`src/inc/nbsh_pkg.sv`:
```
// What this block does
// - Host read strobe goes straight to direction
// - I/O cycle, strobe high: store, write strobe
// - I/O cycle, strobe low: host ignores bus
// - No I/O: low strobe reads, high writes
package nbsh_pkg;
   localparam int DATA_W = 4; // Separator nibble width
   localparam int NCMD_W = 3; // I/O command select width
   localparam logic [NCMD_W-1:0] NO_CMD = 3'h0; // No I/O line active
   localparam logic [DATA_W-1:0] DATA_RST = 4'h0; // Data register reset value
   // Cycle phases; fetch and exec each end on an enable tick, done lasts one clock
   typedef enum logic [1:0] {NBSH_IDLE, NBSH_FETCH, NBSH_EXEC, NBSH_DONE} nbsh_state_e;
   // Request kinds from the user side
   typedef enum logic [1:0] {NBSH_MEM_RD, NBSH_MEM_WR, NBSH_IO_IN, NBSH_IO_OUT} nbsh_op_e;
   localparam int PHASE_DIV = 4; // System clocks per bus phase
endpackage

```
`src/verilog/nbsh_host.sv`:
```
`timescale 1ns/10ps
// Host sequencer driving a nibble bus separator pair
module nbsh_host (
   input wire logic sys_clk_in,
   input wire logic rst_n_in,
   input wire logic req_valid_in,
   output logic req_ready_out,
   input wire logic [1:0] req_op_in,
   input wire logic [nbsh_pkg::NCMD_W-1:0] req_cmd_in,
   input wire logic [nbsh_pkg::DATA_W-1:0] req_wdata_in,
   output logic rsp_valid_out,
   output logic [nbsh_pkg::DATA_W-1:0] rsp_rdata_out,
   output logic memory_read_strobe_out,
   output logic memory_write_strobe_out,
   output logic [nbsh_pkg::NCMD_W-1:0] io_cmd_out,
   input wire logic [nbsh_pkg::DATA_W-1:0] shared_bus_pins_in,
   output logic [nbsh_pkg::DATA_W-1:0] shared_bus_pins_out,
   output logic shared_bus_pins_oe_out
);
   nbsh_pkg::nbsh_state_e state; // Cycle phase
   nbsh_pkg::nbsh_op_e op; // Latched request kind
   logic tick; // Phase enable
   logic [nbsh_pkg::DATA_W-1:0] bus_meta; // First sync stage
   logic [nbsh_pkg::DATA_W-1:0] bus_sync; // Second sync stage
   logic [nbsh_pkg::DATA_W-1:0] wdata; // Write nibble held for cycle
   logic host_reads; // Host samples the bus in this op

   nbsh_phase_div #(.DIV(nbsh_pkg::PHASE_DIV)) u_div (
      .sys_clk_in(sys_clk_in),
      .rst_n_in(rst_n_in),
      .tick_out(tick)
   );

   // Bus pins come from outside, two flops first
   always_ff @(posedge sys_clk_in or negedge rst_n_in) begin
      if (!rst_n_in) begin
         bus_meta <= nbsh_pkg::DATA_RST;
         bus_sync <= nbsh_pkg::DATA_RST;
      end else begin
         bus_meta <= shared_bus_pins_in;
         bus_sync <= bus_meta;
      end
   end

   // Requests accepted only in idle
   assign req_ready_out = (state == nbsh_pkg::NBSH_IDLE);
   // Memory reads and I/O in return data; I/O out ignores bus
   assign host_reads = (op == nbsh_pkg::NBSH_MEM_RD) || (op == nbsh_pkg::NBSH_IO_IN);

   // Phase sequencer
   always_ff @(posedge sys_clk_in or negedge rst_n_in) begin
      if (!rst_n_in) begin
         state <= nbsh_pkg::NBSH_IDLE;
         op <= nbsh_pkg::NBSH_MEM_RD;
         wdata <= nbsh_pkg::DATA_RST;
      end else begin
         case (state)
            nbsh_pkg::NBSH_IDLE: begin
               if (req_valid_in) begin
                  state <= nbsh_pkg::NBSH_FETCH;
                  op <= nbsh_pkg::nbsh_op_e'(req_op_in);
                  wdata <= req_wdata_in;
               end
            end
            // Wait a phase tick so strobes settle before exec
            nbsh_pkg::NBSH_FETCH: if (tick) state <= nbsh_pkg::NBSH_EXEC;
            // Far side drives or latches during this phase
            nbsh_pkg::NBSH_EXEC: if (tick) state <= nbsh_pkg::NBSH_DONE;
            // One clock to put every line back at rest
            nbsh_pkg::NBSH_DONE: state <= nbsh_pkg::NBSH_IDLE;
            default: state <= nbsh_pkg::NBSH_IDLE;
         endcase
      end
   end

   // I/O command lines, held for the whole cycle
   always_ff @(posedge sys_clk_in or negedge rst_n_in) begin
      if (!rst_n_in) begin
         io_cmd_out <= nbsh_pkg::NO_CMD;
      end else if (state == nbsh_pkg::NBSH_IDLE && req_valid_in) begin
         // Memory ops keep all command lines low
         if (req_op_in[1]) begin
            io_cmd_out <= req_cmd_in;
         end else begin
            io_cmd_out <= nbsh_pkg::NO_CMD;
         end
      end else if (state == nbsh_pkg::NBSH_DONE) begin
         io_cmd_out <= nbsh_pkg::NO_CMD;
      end
   end

   // Read strobe: low for memory read and I/O out; wired straight to separators
   always_ff @(posedge sys_clk_in or negedge rst_n_in) begin
      if (!rst_n_in) begin
         memory_read_strobe_out <= 1'b1;
      end else if (state == nbsh_pkg::NBSH_IDLE && req_valid_in) begin
         memory_read_strobe_out <= !(req_op_in == 2'(nbsh_pkg::NBSH_MEM_RD) ||
            req_op_in == 2'(nbsh_pkg::NBSH_IO_OUT));
      end else if (state == nbsh_pkg::NBSH_DONE) begin
         memory_read_strobe_out <= 1'b1;
      end
   end

   // Write strobe late in cycle: memory write and I/O in
   always_ff @(posedge sys_clk_in or negedge rst_n_in) begin
      if (!rst_n_in) begin
         memory_write_strobe_out <= 1'b0;
      end else begin
         memory_write_strobe_out <= (state == nbsh_pkg::NBSH_EXEC) &&
            (op == nbsh_pkg::NBSH_MEM_WR || op == nbsh_pkg::NBSH_IO_IN);
      end
   end

   // Host drives bus only for its own memory write
   always_ff @(posedge sys_clk_in or negedge rst_n_in) begin
      if (!rst_n_in) begin
         shared_bus_pins_oe_out <= 1'b0;
         shared_bus_pins_out <= nbsh_pkg::DATA_RST;
      end else begin
         shared_bus_pins_oe_out <= (state != nbsh_pkg::NBSH_IDLE) &&
            (state != nbsh_pkg::NBSH_DONE) && (op == nbsh_pkg::NBSH_MEM_WR);
         shared_bus_pins_out <= wdata;
      end
   end

   // Sample bus at end of exec phase
   always_ff @(posedge sys_clk_in or negedge rst_n_in) begin
      if (!rst_n_in) begin
         rsp_valid_out <= 1'b0;
         rsp_rdata_out <= nbsh_pkg::DATA_RST;
      end else begin
         rsp_valid_out <= (state == nbsh_pkg::NBSH_EXEC) && tick;
         if (state == nbsh_pkg::NBSH_EXEC && tick && host_reads) begin
            rsp_rdata_out <= bus_sync;
         end
      end
   end
endmodule // nbsh_host

```
`src/verilog/nbsh_phase_div.sv`:
```
`timescale 1ns/10ps
// Divider that makes the slower bus phase rate
module nbsh_phase_div #(
   parameter int DIV = 4
) (
   input wire logic sys_clk_in,
   input wire logic rst_n_in,
   output logic tick_out
);
   logic [7:0] count; // Phase counter
   // Wrap count and pulse once per wrap
   always_ff @(posedge sys_clk_in or negedge rst_n_in) begin
      if (!rst_n_in) begin
         count <= 8'h00;
      end else if (count == 8'(DIV - 1)) begin
         count <= 8'h00;
      end else begin
         count <= count + 8'h01;
      end
   end
   assign tick_out = (count == 8'(DIV - 1));
endmodule // nbsh_phase_div
```
`config.mk`:
```
export PLATFORM = sky130hd
export DESIGN_NAME = nbsh_host
export DESIGN_NICKNAME = d
export VERILOG_FILES = /design/src/inc/nbsh_pkg.sv /design/src/verilog/nbsh_host.sv /design/src/verilog/nbsh_phase_div.sv
export SDC_FILE = /design/constraint.sdc
export NUM_CORES = 1
export LEC_CHECK = 0
export BUFFER_PORTS_ARGS = -buffer_cell sky130_fd_sc_hd__buf_4
export CAP_MARGIN = 30
export CORE_UTILIZATION = 55
export DETAILED_ROUTE_END_ITERATION = 8
export PLACE_DENSITY = 0.88
export SYNTH_ARGS = -nofsm -noshare
export SYNTH_HDL_FRONTEND = slang
export SYNTH_HIERARCHICAL = 1
export SYNTH_SLANG_ARGS = --single-unit
```
`constraint.sdc`:
```
create_clock -name sys_clk_in -period 3.3 [get_ports sys_clk_in]
set_input_delay 0.33 -clock sys_clk_in [delete_from_list [all_inputs] [get_ports sys_clk_in]]
set_output_delay 0.33 -clock sys_clk_in [all_outputs]
set_load 0.02 [all_outputs]
```
==> impl_metrics.tcl <==
set metrics [dict create \
    cts_made_buffers 5 \
    rr_worst_depth 6 \
    synth_top_area_share 0.615 \
    postSynthAreaPerCell_um2 14.3 \
    grt_first_pass_wirelength_mm 3.77 \
    fin_crit_ns 2.03 \
    synth_seq_cells 39 \
    htree_levels 2 \
    powerDensity_nw_per_um2 785 \
    grt_pass1_vias 827 \
    power_frac_comb 0.380 \
    setup-tns-final_ns 0 \
    ios 32 \
    cp.arrival_ns 2.25 \
    outcome "completed" \
    track_usage 0.190 \
    maxCapViolations 0 \
    dp_hpwl_mm 1.82 \
    cts_tree "done" \
    synthTopCellsByArea "dfrtp_1 (61%), ha_1 (7.3%), mux2_2 (5.1%)" \
    die_w_um 55.0 \
    internal-power_mw 0.971 \
    antenna_found_initial 0 \
    numClockSinks 39 \
    core_um2 2570 \
    ys.flop_type "dfrtp_1" \
    route.detailed.drc 0 \
    crit_cells 6 \
    rsz0062_at_grt "no" \
    synth-seq-area-share 0.632 \
    n_fill_cell 176 \
    vias 888 \
    whs_path_depth 1 \
    worst_slew_pin_slew_ns 0.473 \
    maxSlewHeadroom 0.685 \
    clk_path_buf_depth 2 \
    synth_top_cell_by_area "dfrtp_1" \
    synth_edf_count 0 \
    critical_path.top_delay_family "simple AND/OR/NAND/NOR gates" \
    fin_crit_sh 0.615 \
    portBuffers 31 \
    path_class "register to register" \
    worstPathMaxFanout 4 \
    synth_most_common_cell "dfrtp_1" \
    n_antenna_cell 0 \
    grt_max_degree 40 \
    p_switching_mw 0.493 \
    p_leak_nw 0.921 \
    fin_worst_skew_ns 0.00761 \
    rows 18 \
    cp-start-kind "register" \
    syn_nets 133 \
    end_kind "register" \
    hp-class "input port to register" \
    totalWireLength_mm 2.45 \
    layout-drive-gt1-share 0.374 \
    synth_cells 108 \
    drv_slew 0 \
    yosys_warnings 6 \
    wl_per_cell_um 13.9 \
    ant_nets 0 \
    drt_first_iter_violations 5 \
    die_area_um2 3030 \
    seq_power_share 0.471 \
    ys_types 29 \
    sw_frac_of_total 0.337 \
    initial_core_util 0.602 \
    crit_slowest_cell "or4_4" \
    r2r-start "u_div/count[6]" \
    path_clk_slew_ns 0.10 \
    cts_root_buffer "clkbuf_4" \
    ctsResizeCount 0 \
    path_cells "or4_4 > nor3_4 > and2_1 > and2_4 > o21ai_4 > mux2_4" \
    die-height_um 55.0 \
    worst-path-buf-inv 0 \
    crit_path_max_incr_delay_ns 0.56 \
    area_growth_pct 20.6 \
    async_flop_share 1.00 \
    timing.rr.end "rsp_rdata_out[1]" \
    crit_required_ns 3.52 \
    synth.cells.most_frequent "dfrtp_1 (38), ha_1 (9), mux2_2 (7), inv_1 (6)" \
    setup_viol 0 \
    hold_viol 0 \
    pre_cts_slack_ns 1.29 \
    routabilityCongestion 0.865 \
    cp-startpoint "u_div/count[6]" \
    ir_drop_uv 532 \
    clk_latency_ns 0.33 \
    pwr-share-clk 0.150 \
    setup_slack_ns 1.27 \
    worst_hold_slack_ns 0.0987 \
    nNetsFinal 171 \
    syn_area_um2 1550 \
    grt-ovfl-total 0 \
    viasPerCell 5.02 \
    drt_pass1_iterations 3 \
    setup.worst_path.end "rsp_rdata_out[1]" \
    r2r_setup_slack_ns 1.27 \
    fmax_mhz 493 \
]
-- power groups by stage --
stage	logic (mW)	registers, mW	clock network (mW)
floorplan	0.258	0.784	0
global placement	0.537	0.689	0
detailed placement	0.561	0.700	0
CTS	0.563	0.691	0.230
global route	0.605	0.707	0.254
finish	0.556	0.689	0.219
-- placed cells by master (no fill, tap or decap), drive strengths merged, types with 2 or more instances in the layout --
master / Yosys / final
and3: 2 / 2
ha: 9 / 9
and2: 4 / 4
mux2: 11 / 11
nand3b: 3 / 3
dfrtp: 38 / 38
xnor2: 5 / 5
buf: 1 / 31
inv: 6 / 6
nor2: 3 / 3
clkbuf: 0 / 7
nand3: 5 / 5
nand2: 4 / 4
a21oi: 3 / 3
o21ai: 5 / 5
-- how the worst min path moves through the flow --
stage	from	to	slack, ns
finish	shared_bus_pins_in[3]	bus_meta[3]	0.1
global route	shared_bus_pins_in[2]	bus_meta[2]	0.07
CTS	shared_bus_pins_in[3]	bus_meta[3]	0.08
detailed placement	rst_n_in	rsp_rdata_out[2]	0.32
global placement	rst_n_in	rsp_rdata_out[1]	0.31
floorplan	rst_n_in	bus_meta[0]	0.03
-- cell families after synthesis --
kind of cell / share of synthesized area
buffers and inverters: 0.0218
adders and majority gates: 0.0728
xor gates and xnor gates: 0.0340
muxes: 0.0898
AOI/OAI and AO/OA: 0.0469
and+or+nand+nor: 0.103
DFF: 0.632
-- registers in the layout, indices dropped and copies added, names as in the netlist --
name and count:
bus_sync 4, memory_write_strobe_out 1, shared_bus_pins_oe_out 1, rsp_valid_out 1
memory_read_strobe_out 1, bus_meta 4, op 2, state 2
shared_bus_pins_out 4, u_div/count 8, wdata 4, rsp_rdata_out 4
io_cmd_out 3
-- stage by stage --
step / std cells / area [µm²] / util / total power [mW]
after floorplan: 108 / 1550 / - / 1.04
after global placement: 168 / 1810 / 0.703 / 1.23
after detailed placement: 168 / 1810 / 0.703 / 1.26
after CTS: 177 / 1870 / 0.727 / 1.48
after global routing: 177 / 1870 / 0.727 / 1.57
final: 177 / 1870 / 0.727 / 1.46
-- metal layers --
metal | routed length (µm) | global-route usage | up-vias | share of wire
met1 | 1090 | 0.227 | 424 | 0.44
met5 | 0 | 0 | - | 0
met4 | 45 | 0.113 | 0 | 0.018
li1 | - | - | 437 | -
met3 | 125 | 0.0574 | 5 | 0.051
met2 | 1200 | 0.303 | 22 | 0.49
-- timing repair --
| action | CTS | global route |
|---|---|---|
| buffers inserted | 0 | 0 |
| endpoints found under the hold margin | 38 | 0 |
| hold buffers | 1 | 0 |
-- worst register-to-register path, stage by stage, from the launching register on --
cell and delay, ns:
dfrtp_1 0.42, or4_4 0.56, nor3_4 0.18, and2_1 0.20, and2_4 0.17, o21ai_4 0.08, mux2_4 0.31
-- area by class of cell --
type / instances / area (µm²) / share of cell area
Sequential cell: 39 / 977 / 0.524
Multi-Input combinational cell: 62 / 536 / 0.287
Timing Repair Buffer: 32 / 243 / 0.130
Clock buffer: 7 / 45.0 / 0.0241
Tap cell: 30 / 37.5 / 0.0201
Inverter: 6 / 22.5 / 0.0121
Clock inverter: 1 / 5.00 / 0.00268
Power figures use the tool's default switching activity.
